--- config.mk ---
export PLATFORM = sky130hd
export DESIGN_NAME = ext_access_regs
export DESIGN_NICKNAME = d
export VERILOG_FILES = /design/src/ext_access_pkg.sv /design/src/channel_select_decode.sv /design/src/ext_access_regs.sv
export SDC_FILE = /design/constraint.sdc
export NUM_CORES = 1
export LEC_CHECK = 0
export ABC_AREA = 1
export BUFFER_PORTS_ARGS = -buffer_cell sky130_fd_sc_hd__buf_2
export CORE_ASPECT_RATIO = 0.8
export CORE_MARGIN = 2
export CORE_UTILIZATION = 59
export CTS_BUF_LIST = sky130_fd_sc_hd__clkbuf_8
export DETAILED_ROUTE_END_ITERATION = 8
export GPL_TIMING_DRIVEN = 0
export PLACE_DENSITY = 0.83
export SYNTH_ARGS = -nofsm -noshare
export SYNTH_HDL_FRONTEND = slang
export SYNTH_SLANG_ARGS = --single-unit
--- constraint.sdc ---
create_clock -name clk -period 5.9 [get_ports clk]
set_input_delay 0.59 -clock clk [delete_from_list [all_inputs] [get_ports clk]]
set_output_delay 0.59 -clock clk [all_outputs]
set_load 0.05 [all_outputs]
--- src/ext_access_pkg.sv ---
// Constants, field layouts and carrier types for the external access register set
// Contract
// - Three-bit external address selects one of eight host-visible registers.
// - Serial control port reaches the same register map with the same effects.
// - Auto-increment bit set steps the channel address after each channel access.
// - Broadcast clear: instruction bits must equal chip identity pins to accept.
// - Broadcast set: instruction bits are a broadcast code; identity pins used only by chip-subset codes.
// - Broadcast code 0000 selects all chips and all channels.
// - Broadcast code 0001 selects channels 0, 1 and 2 of every chip.
// - Broadcast code 0010 selects channels 1, 2 and 3 of every chip.
// - Broadcast code 0100 selects every chip, channel from upper address bits.
// - Codes 1000/1001 select chips whose identity bit 0 matches code bit 0.
// - Codes 11xx select chips whose two low identity bits match the code.
// - Chip-subset codes pick one channel from upper internal address bits.
// - Readback is invalid while broadcast is set; host clears broadcast first.
// - Control bits 1-0 give address bits 9:8, ignored for multi-channel codes.
// - Soft-sync register is write-only with test, hop, start and sync fields.
// - Pin-sync register is write-only with toggle, first-only, enables fields.
// - Write-only sleep register holds one sleep bit per channel.
// - High data register keeps four bits, reads back only those four.
// - Writing the low data register triggers the internal write.
// - Reading the low data register launches the internal read.
package ext_access_pkg;

    // External register addresses
    localparam logic [2:0] ADDR_DATA_LOW = 3'h0;
    localparam logic [2:0] ADDR_DATA_MID = 3'h1;
    localparam logic [2:0] ADDR_DATA_HIGH = 3'h2;
    localparam logic [2:0] ADDR_POWER_DOWN = 3'h3;
    localparam logic [2:0] ADDR_PIN_SYNC = 3'h4;
    localparam logic [2:0] ADDR_SOFT_SYNC = 3'h5;
    localparam logic [2:0] ADDR_CHAN_PTR = 3'h6;
    localparam logic [2:0] ADDR_ACCESS_CTRL = 3'h7;

    // Access control, power-down and high data field positions
    localparam int ACR_AUTO_INC = 7;
    localparam int ACR_BROADCAST = 6;
    localparam int ACR_INSTR_HI = 5;
    localparam int ACR_INSTR_LO = 2;
    localparam int ACR_UPPER_HI = 1;
    localparam int ACR_UPPER_LO = 0;
    localparam int SLEEP_IO_SEL = 5;
    localparam int SLEEP_CHAN_HI = 3;
    localparam int HIGH_NIBBLE_HI = 3;

    // Reset values and the read value of unmapped registers
    localparam logic [7:0] BYTE_RESET = 8'h00;
    localparam logic [3:0] NIBBLE_RESET = 4'h0;
    localparam logic [7:0] UNMAPPED_READ = 8'h00;

    // Broadcast instruction codes and channel masks
    localparam logic [3:0] BC_ALL = 4'h0;
    localparam logic [3:0] BC_CH012 = 4'h1;
    localparam logic [3:0] BC_CH123 = 4'h2;
    localparam logic [3:0] BC_ALL_CHIPS = 4'h4;
    localparam logic [2:0] BC_BIT0_PREFIX = 3'h4;
    localparam logic [1:0] BC_BIT01_PREFIX = 2'h3;
    localparam logic [3:0] MASK_ALL = 4'hf;
    localparam logic [3:0] MASK_CH012 = 4'h7;
    localparam logic [3:0] MASK_CH123 = 4'he;
    localparam logic [3:0] MASK_NONE = 4'h0;

    // Serial frame layout: command byte then data byte, msb first
    localparam int SER_CMD_READ = 7;
    localparam logic [4:0] SER_CMD_BITS = 5'h08;
    localparam logic [4:0] SER_FRAME_BITS = 5'h10;

    typedef struct packed {
        logic pseudo_random_test_enable;
        logic test_source_select;
        logic hop;
        logic start;
        logic [3:0] sync;
    } soft_sync_t;

    typedef struct packed {
        logic input_enable_toggle;
        logic first_sync_only;
        logic hop_en;
        logic start_en;
        logic [3:0] sync_en;
    } pin_sync_t;

    typedef struct packed {
        logic wr;
        logic rd;
        logic io_sel;
        logic [3:0] chan_mask;
        logic [9:0] addr;
        logic [19:0] wdata;
    } int_req_t;

endpackage

--- src/channel_select_decode.sv ---
// Chip and channel selection decode from access control fields
`default_nettype none
module channel_select_decode (
    input wire logic broadcast,
    input wire logic [3:0] instr,
    input wire logic [3:0] chip_id,
    input wire logic [1:0] upper_addr,
    output logic [3:0] chan_mask
);
    logic [3:0] one_chan;

    // Single channel picked by upper address bits
    always_comb begin
        one_chan = ext_access_pkg::MASK_NONE;
        one_chan[upper_addr] = 1'b1;
    end

    // Mask of channels of this chip that take the access
    always_comb begin
        chan_mask = ext_access_pkg::MASK_NONE;
        if (!broadcast) begin
            if (instr == chip_id) begin
                chan_mask = one_chan;
            end
        end else if (instr == ext_access_pkg::BC_ALL) begin
            chan_mask = ext_access_pkg::MASK_ALL;
        end else if (instr == ext_access_pkg::BC_CH012) begin
            chan_mask = ext_access_pkg::MASK_CH012;
        end else if (instr == ext_access_pkg::BC_CH123) begin
            chan_mask = ext_access_pkg::MASK_CH123;
        end else if (instr == ext_access_pkg::BC_ALL_CHIPS) begin
            chan_mask = one_chan;
        end else if (instr[3:1] == ext_access_pkg::BC_BIT0_PREFIX) begin
            if (chip_id[0] == instr[0]) begin
                chan_mask = one_chan;
            end
        end else if (instr[3:2] == ext_access_pkg::BC_BIT01_PREFIX) begin
            // identity low pair; channel from address
            if (chip_id[1:0] == instr[1:0]) begin
                chan_mask = one_chan;
            end
        end
    end
endmodule
`default_nettype wire

--- src/ext_access_regs.sv ---
// External access register set with parallel and serial host ports
`default_nettype none
module ext_access_regs (
    input wire logic clk,
    input wire logic rst,
    input wire logic [3:0] chip_identity_pins,
    input wire logic up_wr,
    input wire logic up_rd,
    input wire logic [2:0] up_addr,
    input wire logic [7:0] up_wdata,
    output logic [7:0] up_rdata,
    output logic up_rvalid,
    output logic up_ready,
    input wire logic sclk,
    input wire logic sdi,
    input wire logic sfs_n,
    output logic sdo,
    output ext_access_pkg::int_req_t int_req,
    input wire logic [19:0] int_rdata,
    output ext_access_pkg::soft_sync_t soft_sync,
    output logic soft_sync_stb,
    output ext_access_pkg::pin_sync_t pin_sync,
    output logic [3:0] sleep
);
    typedef enum logic [1:0] {ST_IDLE, ST_RD_WAIT, ST_RD_CAP} rd_state_t;

    rd_state_t state_ff;
    logic [7:0] access_target_control_ff;
    logic [7:0] channel_address_pointer_ff;
    logic [7:0] data_low_ff;
    logic [7:0] data_mid_ff;
    logic [3:0] data_high_ff;
    logic [7:0] power_down_ff;
    ext_access_pkg::soft_sync_t soft_sync_ff;
    logic soft_sync_stb_ff;
    ext_access_pkg::pin_sync_t pin_sync_ff;
    ext_access_pkg::int_req_t int_req_ff;
    logic [7:0] up_rdata_ff;
    logic up_rvalid_ff;
    logic up_ready_ff;
    logic ans_ser_ff;
    logic sclk_ff;
    logic [4:0] ser_cnt_ff;
    logic [15:0] ser_in_ff;
    logic [7:0] ser_out_ff;
    logic ser_pend_ff;
    logic ser_pend_rd_ff;
    logic [2:0] ser_pend_addr_ff;
    logic [7:0] ser_pend_data_ff;

    logic [3:0] chan_mask;
    logic acc_go;
    logic acc_rd;
    logic acc_ser;
    logic [2:0] acc_addr;
    logic [7:0] acc_wdata;
    logic chan_hit;
    logic dr0_wr;
    logic dr0_rd;
    logic ans_go;
    logic [7:0] ans_data;
    logic ser_take;
    logic sclk_rise;
    logic [15:0] nxt_ser_in;
    logic [4:0] nxt_ser_cnt;
    logic [7:0] nxt_pointer;
    logic bcast;

    channel_select_decode u_decode (
        .broadcast(access_target_control_ff[ext_access_pkg::ACR_BROADCAST]),
        .instr(access_target_control_ff[ext_access_pkg::ACR_INSTR_HI:
                                        ext_access_pkg::ACR_INSTR_LO]),
        .chip_id(chip_identity_pins),
        .upper_addr(access_target_control_ff[ext_access_pkg::ACR_UPPER_HI:
                                             ext_access_pkg::ACR_UPPER_LO]),
        .chan_mask(chan_mask)
    );

    // one access path for both ports; parallel first, serial waits
    always_comb begin
        acc_go = 1'b0;
        acc_rd = 1'b0;
        acc_ser = 1'b0;
        acc_addr = up_addr;
        acc_wdata = up_wdata;
        if (state_ff == ST_IDLE) begin
            if (up_wr || up_rd) begin
                acc_go = 1'b1;
                acc_rd = up_rd && !up_wr;
            end else if (ser_pend_ff) begin
                acc_go = 1'b1;
                acc_rd = ser_pend_rd_ff;
                acc_ser = 1'b1;
                acc_addr = ser_pend_addr_ff;
                acc_wdata = ser_pend_data_ff;
            end
        end
    end

    // channel-space access only when some channel is selected
    assign chan_hit = chan_mask != ext_access_pkg::MASK_NONE;
    assign dr0_wr = acc_go && !acc_rd && (acc_addr == ext_access_pkg::ADDR_DATA_LOW)
                    && chan_hit;
    assign dr0_rd = acc_go && acc_rd && (acc_addr == ext_access_pkg::ADDR_DATA_LOW)
                    && chan_hit;
    assign bcast = access_target_control_ff[ext_access_pkg::ACR_BROADCAST];
    assign ser_take = acc_go && acc_ser;
    assign nxt_pointer = channel_address_pointer_ff + 8'h01;

    // Read answer source and data for the register map
    always_comb begin
        ans_go = 1'b0;
        ans_data = ext_access_pkg::UNMAPPED_READ;
        if (state_ff == ST_RD_CAP) begin
            ans_go = 1'b1;
            ans_data = int_rdata[7:0];
        end else if (acc_go && acc_rd && !dr0_rd) begin
            ans_go = 1'b1;
            unique case (acc_addr)
                ext_access_pkg::ADDR_ACCESS_CTRL: ans_data = access_target_control_ff;
                ext_access_pkg::ADDR_CHAN_PTR: ans_data = bcast ?
                    ext_access_pkg::UNMAPPED_READ : channel_address_pointer_ff;
                ext_access_pkg::ADDR_DATA_MID: ans_data = data_mid_ff;
                ext_access_pkg::ADDR_DATA_HIGH: ans_data = {4'h0, data_high_ff};
                ext_access_pkg::ADDR_DATA_LOW: ans_data = ext_access_pkg::UNMAPPED_READ;
                ext_access_pkg::ADDR_POWER_DOWN,
                ext_access_pkg::ADDR_PIN_SYNC,
                ext_access_pkg::ADDR_SOFT_SYNC: ans_data = ext_access_pkg::UNMAPPED_READ;
            endcase
        end
    end

    // Internal read sequencing for low data register reads
    always_ff @(posedge clk or posedge rst) begin
        if (rst) begin
            state_ff <= ST_IDLE;
        end else begin
            unique case (state_ff)
                ST_IDLE: if (dr0_rd) state_ff <= ST_RD_WAIT;
                ST_RD_WAIT: state_ff <= ST_RD_CAP;
                ST_RD_CAP: state_ff <= ST_IDLE;
            endcase
        end
    end

    // Access control register
    always_ff @(posedge clk or posedge rst) begin
        if (rst) begin
            access_target_control_ff <= ext_access_pkg::BYTE_RESET;
        end else if (acc_go && !acc_rd && acc_addr == ext_access_pkg::ADDR_ACCESS_CTRL) begin
            access_target_control_ff <= acc_wdata;
        end
    end

    // Channel address pointer with auto-increment
    always_ff @(posedge clk or posedge rst) begin
        if (rst) begin
            channel_address_pointer_ff <= ext_access_pkg::BYTE_RESET;
        end else if (acc_go && !acc_rd && acc_addr == ext_access_pkg::ADDR_CHAN_PTR) begin
            channel_address_pointer_ff <= acc_wdata;
        end else if ((dr0_wr || state_ff == ST_RD_CAP)
                     && access_target_control_ff[ext_access_pkg::ACR_AUTO_INC]) begin
            channel_address_pointer_ff <= nxt_pointer;
        end
    end

    // Data registers, loaded by host writes and by internal reads
    always_ff @(posedge clk or posedge rst) begin
        if (rst) begin
            data_low_ff <= ext_access_pkg::BYTE_RESET;
            data_mid_ff <= ext_access_pkg::BYTE_RESET;
            data_high_ff <= ext_access_pkg::NIBBLE_RESET;
        end else if (state_ff == ST_RD_CAP) begin
            data_low_ff <= int_rdata[7:0];
            data_mid_ff <= int_rdata[15:8];
            data_high_ff <= int_rdata[19:16];
        end else if (acc_go && !acc_rd) begin
            if (acc_addr == ext_access_pkg::ADDR_DATA_MID) data_mid_ff <= acc_wdata;
            if (acc_addr == ext_access_pkg::ADDR_DATA_HIGH) begin
                data_high_ff <= acc_wdata[ext_access_pkg::HIGH_NIBBLE_HI:0];
            end
            if (dr0_wr) data_low_ff <= acc_wdata;
        end
    end

    // Write-only control registers
    always_ff @(posedge clk or posedge rst) begin
        if (rst) begin
            power_down_ff <= ext_access_pkg::BYTE_RESET;
            soft_sync_ff <= ext_access_pkg::soft_sync_t'(ext_access_pkg::BYTE_RESET);
            pin_sync_ff <= ext_access_pkg::pin_sync_t'(ext_access_pkg::BYTE_RESET);
            soft_sync_stb_ff <= 1'b0;
        end else begin
            soft_sync_stb_ff <= 1'b0;
            if (acc_go && !acc_rd) begin
                if (acc_addr == ext_access_pkg::ADDR_POWER_DOWN) power_down_ff <= acc_wdata;
                if (acc_addr == ext_access_pkg::ADDR_SOFT_SYNC) begin
                    soft_sync_ff <= ext_access_pkg::soft_sync_t'(acc_wdata);
                    soft_sync_stb_ff <= 1'b1;
                end
                if (acc_addr == ext_access_pkg::ADDR_PIN_SYNC) begin
                    pin_sync_ff <= ext_access_pkg::pin_sync_t'(acc_wdata);
                end
            end
        end
    end

    // Internal access request toward the channels
    always_ff @(posedge clk or posedge rst) begin
        if (rst) begin
            int_req_ff <= '0;
        end else begin
            int_req_ff.wr <= 1'b0;
            int_req_ff.rd <= 1'b0;
            if (dr0_wr || dr0_rd) begin
                // low byte write triggers; low byte read launches
                int_req_ff.wr <= dr0_wr;
                int_req_ff.rd <= dr0_rd;
                int_req_ff.io_sel <= power_down_ff[ext_access_pkg::SLEEP_IO_SEL];
                // mask from decoder, upper bits unused for multi-channel
                int_req_ff.chan_mask <= chan_mask;
                int_req_ff.addr <= {access_target_control_ff[ext_access_pkg::ACR_UPPER_HI:
                                    ext_access_pkg::ACR_UPPER_LO], channel_address_pointer_ff};
                int_req_ff.wdata <= {data_high_ff, data_mid_ff, acc_wdata};
            end
        end
    end

    // Answer routing to the requesting port
    always_ff @(posedge clk or posedge rst) begin
        if (rst) begin
            up_rdata_ff <= ext_access_pkg::BYTE_RESET;
            up_rvalid_ff <= 1'b0;
            up_ready_ff <= 1'b1;
            ans_ser_ff <= 1'b0;
        end else begin
            up_rvalid_ff <= 1'b0;
            up_ready_ff <= !(dr0_rd || state_ff == ST_RD_WAIT);
            if (dr0_rd) ans_ser_ff <= acc_ser;
            if (ans_go && !(state_ff == ST_RD_CAP ? ans_ser_ff : acc_ser)) begin
                up_rdata_ff <= ans_data;
                up_rvalid_ff <= 1'b1;
            end
        end
    end

    // Serial frame shift logic
    assign sclk_rise = sclk && !sclk_ff;
    assign nxt_ser_in = {ser_in_ff[14:0], sdi};
    assign nxt_ser_cnt = ser_cnt_ff + 5'h01;

    // Serial port: command byte, then data byte in or out
    always_ff @(posedge clk or posedge rst) begin
        if (rst) begin
            sclk_ff <= 1'b0;
            ser_cnt_ff <= 5'h00;
            ser_in_ff <= 16'h0000;
            ser_out_ff <= ext_access_pkg::BYTE_RESET;
            ser_pend_ff <= 1'b0;
            ser_pend_rd_ff <= 1'b0;
            ser_pend_addr_ff <= 3'h0;
            ser_pend_data_ff <= ext_access_pkg::BYTE_RESET;
        end else begin
            sclk_ff <= sclk;
            if (ser_take) ser_pend_ff <= 1'b0;
            if (ans_go && (state_ff == ST_RD_CAP ? ans_ser_ff : acc_ser)) begin
                ser_out_ff <= ans_data;
            end else if (sclk_rise && !sfs_n && ser_cnt_ff >= ext_access_pkg::SER_CMD_BITS) begin
                ser_out_ff <= {ser_out_ff[6:0], 1'b0};
            end
            if (sfs_n) begin
                ser_cnt_ff <= 5'h00;
            end else if (sclk_rise && ser_cnt_ff != ext_access_pkg::SER_FRAME_BITS) begin
                ser_in_ff <= nxt_ser_in;
                ser_cnt_ff <= nxt_ser_cnt;
                if (nxt_ser_cnt == ext_access_pkg::SER_CMD_BITS
                    && nxt_ser_in[ext_access_pkg::SER_CMD_READ]) begin
                    ser_pend_ff <= 1'b1;
                    ser_pend_rd_ff <= 1'b1;
                    ser_pend_addr_ff <= nxt_ser_in[2:0];
                end else if (nxt_ser_cnt == ext_access_pkg::SER_FRAME_BITS
                             && !nxt_ser_in[ext_access_pkg::SER_CMD_READ + 8]) begin
                    ser_pend_ff <= 1'b1;
                    ser_pend_rd_ff <= 1'b0;
                    ser_pend_addr_ff <= nxt_ser_in[10:8];
                    ser_pend_data_ff <= nxt_ser_in[7:0];
                end
            end
        end
    end

    assign up_rdata = up_rdata_ff;
    assign up_rvalid = up_rvalid_ff;
    assign up_ready = up_ready_ff;
    assign sdo = ser_out_ff[7];
    assign int_req = int_req_ff;
    assign soft_sync = soft_sync_ff;
    assign soft_sync_stb = soft_sync_stb_ff;
    assign pin_sync = pin_sync_ff;
    assign sleep = power_down_ff[ext_access_pkg::SLEEP_CHAN_HI:0];
endmodule
`default_nettype wire

==> impl_metrics.csv <==
group,metric,value,unit
sta,fmax,0.3428,GHz
synth,yosysSeqAreaShare,0.5165,
cells_and_area,final_cell_mix,"nand2_1 (310), dfrtp_1 (141), buf_2 (121)",
synth,avgSynthCellArea,7.993,um^2
drt,route.detailed.drc,0,
global_routing,grtUsageTotal,0.2885,
drt,drtPass1Iterations,5,
drt,drtIter0Drc,543,
floorplan,core,0.01143,mm^2
sta,fin_ws,2983,ps
sta,period_needed,2917,ps
pwr,p_clk_frac,0.179,
worst_setup_path,worstSetupPathType,"flop to flop",
cells_and_area,drive_gt1_frac,0.2042,
pwr,pwr-share-comb,0.451,
sta,finalSetupViolations,0,
sta,finalHoldViolations,0,
sta,drv_slew,0,
status,status,"complete, no violations",
pwr,totalPowerFinal,4.203,mW
worst_setup_path,cp.required,6220,ps
synth,synth_nets,910,
synth,netlist_area,0.006882,mm^2
pwr,p_sw,2.021,mW
floorplan,rows,35,
global_routing,grt_max_degree,81,
drt,vias,6248,
pwr,leakage,4.251,nW
clock_tree,cts_tree,"built",
drt,antenna_left,0,
sta,period_share,0.4945,
placed_design,port_buffers,110,
drt,wl_per_cell,14.86,um
clock_tree,root_buffer,"clkbuf_8",
worst_setup_path,crit_path_end_kind,"flop",
sta,relSlewSlack,0.08515,
synth,ys_seq_elements,142,
pwr,p_per_area,523.6,mW/mm^2
floorplan,die_area,0.01255,mm^2
synth,synth_edf_count,0,
drt,wirelength,17120,um
clock_tree,h-tree-depth,4,
clock_tree,worstSkewPairLatency,450,ps
global_routing,antenna_found_initial,0,
hold_path,hold_path.class,"input pin to async pin",
drt,via_per_inst,5.424,
clock_tree,post_cts_buffers,0,
sta,setup_tns,0,ps
synth,synth_warnings,0,
floorplan,io_pins,111,
cells_and_area,layout_commonest_cell,"nand2_1",
worst_setup_path,critical_path.startpoint_type,"flop",
sta,worstMarginPinSlew,1358,ps
cells_and_area,nNetsFinal,1040,
floorplan,die_y,100.6,um
placed_design,gp_congestion,0.9290,
sta,fin_worst_skew,12.06,ps
cells_and_area,diodes,0,
synth,synthCells,861,
clock_tree,cts_buffers,17,
synth,synth_ff_type,"dfrtp_1",
pwr,intPower,2.182,mW
floorplan,die_w,124.7,um
placed_design,dpl.hpwl,12400,um
global_routing,grt_pass1_vias,5713,
clock_tree,clk_path_buf_depth,2,
worst_setup_path,cp_max_fo,10,
synth,synth.distinct_cells,38,
placed_design,dp_slack,2959,ps
clock_tree,ctsResizeCount,0,
clock_tree,cts.hold.buffers_added,0,
sta,rsz0062_at_grt,"no",
pwr,ir_worst_vdd,414.3,uV
global_routing,grt-ovfl-total,0,
floorplan,initial_core_util,0.6021,
clock_tree,path_clk_slew,80,ps
pwr,swShare,0.4809,
synth,async_flop_share,1.000,
cells_and_area,area_growth_syn_to_layout,16.64,%
worst_setup_path,crit_arrival,3230,ps
global_routing,grt_pass1_wl,28520,um
pwr,pwr-share-seq,0.370,
job,max-cap-violations,0,
clock_tree,clock_sinks,142,
## flip-flops by register name (all words and copies together), names as in the netlist, 2 cells and up
signal,flops
channel_address_pointer_ff,8
ser_in_ff,15
data_high_ff,4
ser_pend_data_ff,8
power_down_ff,5
ser_cnt_ff,5
ser_out_ff,8
access_target_control_ff,8
pin_sync,8
up_rdata,8
int_req,37
data_mid_ff,8
ser_pend_addr_ff,3
soft_sync,8
state_ff,2
## synthesized netlist by cell type, types with 2 or more instances
cell type  instances  area (um^2)
o21a_1            18        135.1
o21ai_0           51        255.2
o22ai_1            3        18.77
nand2_2            9        56.30
xor2_1             7        61.31
nor3_1             6        30.03
dfrtp_1          141         3528
nand2_1          310         1164
nor2_2             3        18.77
nor3_2             3        30.03
or2_2              2        12.51
a21oi_1           13        65.06
buf_2             11        55.05
ha_1               7        87.58
nor2_1            44        165.2
nand3_1           64        320.3
mux2i_1            2        20.02
inv_1             62        232.7
o21ai_1           25        125.1
nand4_1           17        106.4
o211ai_1           6        45.04
clkbuf_1          11        41.29
a31oi_1            3        18.77
buf_6              2        22.52
buf_4              8        60.06
inv_2             19        71.32
o21ai_2            3        26.28
## critical path: stages (launching register included)
cell	delay, ps
dfrtp_1	390
inv_1	100
ha_1	230
nand3_2	210
buf_2	250
clkbuf_1	240
o21ai_0	980
inv_1	160
nand2_1	120
o21ai_0	100
## area by class of cell
type | instances | area [um^2]
clock buffer | 18 | 247.7
inverter | 82 | 312.8
timing repair buffer | 111 | 578.1
buffer | 33 | 182.7
sequential | 142 | 3555
fill | 935 | 3403
clock inverter | 14 | 128.9
multi-input combinational | 604 | 2836
tap | 148 | 185.2
## logic make-up (layout without fill, tap and decap cells)
kind of cell	Yosys count	count (layout)	share of synthesized area
and+or+nand+nor	463	463	0.2825
adders and majority gates	7	7	0.01273
AOI/OAI and AO/OA	124	124	0.1038
xor gates and xnor gates	8	8	0.01018
muxes	2	2	0.002909
buffers and inverters	115	258	0.07127
DFF	142	142	0.5165
## power by group through the flow
| stage | registers [mW] | clock network [mW] | logic, mW |
|---|---|---|---|
| after detailed placement | 1.56 | 0 | 1.89 |
| after floorplan | 2.20 | 0 | 0.766 |
| after global placement | 1.56 | 0 | 1.84 |
| after CTS | 1.55 | 0.759 | 1.89 |
| final | 1.56 | 0.752 | 1.90 |
| after global routing | 1.59 | 0.811 | 2.05 |
## path summary, 6_finish.rpt
path / from / endpoint / slack (ps) / depth (start not counted)
hold / removal: rst / ser_pend_data_ff[6] / 200 / 2
max in group asynchronous: rst / up_ready / 4890 / 3
setup / recovery: state_ff[1] / access_target_control_ff[5] / 2980 / 9
min in group clk: sclk / sclk_ff / 260 / 1
setup reg to reg: state_ff[1] / access_target_control_ff[5] / 2980 / 9
hold reg to reg: ser_in_ff[12] / ser_in_ff[12] / 480 / 2
## layer usage
| layer | wire [um] | share of wire | up-vias | GRT usage |
|---|---|---|---|---|
| li1 | - | - | 3030 | - |
| met1 | 7853 | 0.46 | 2934 | 0.4219 |
| met2 | 7444 | 0.43 | 256 | 0.4271 |
| met3 | 1536 | 0.090 | 28 | 0.07431 |
| met4 | 290 | 0.017 | 0 | 0.08989 |
| met5 | 0 | 0 | - | 0 |
## through the flow
| stage | hold slack, ps | instance area [um^2] | utilization | std cells |
|---|---|---|---|---|
| 4_1_cts | 208.8 | 8026 | 0.7022 | 1152 |
| 6_report | 196.8 | 8026 | 0.7022 | 1152 |
| 2_1_floorplan | 441.7 | 6882 | - | 861 |
| 3_5_place_dp | 459.9 | 7650 | 0.6693 | 1120 |
| 3_3_place_gp | 455.0 | 7617 | 0.6664 | 1119 |
| 5_1_grt | 226.4 | 8026 | 0.7022 | 1152 |
Power figures use the tool's default switching activity.
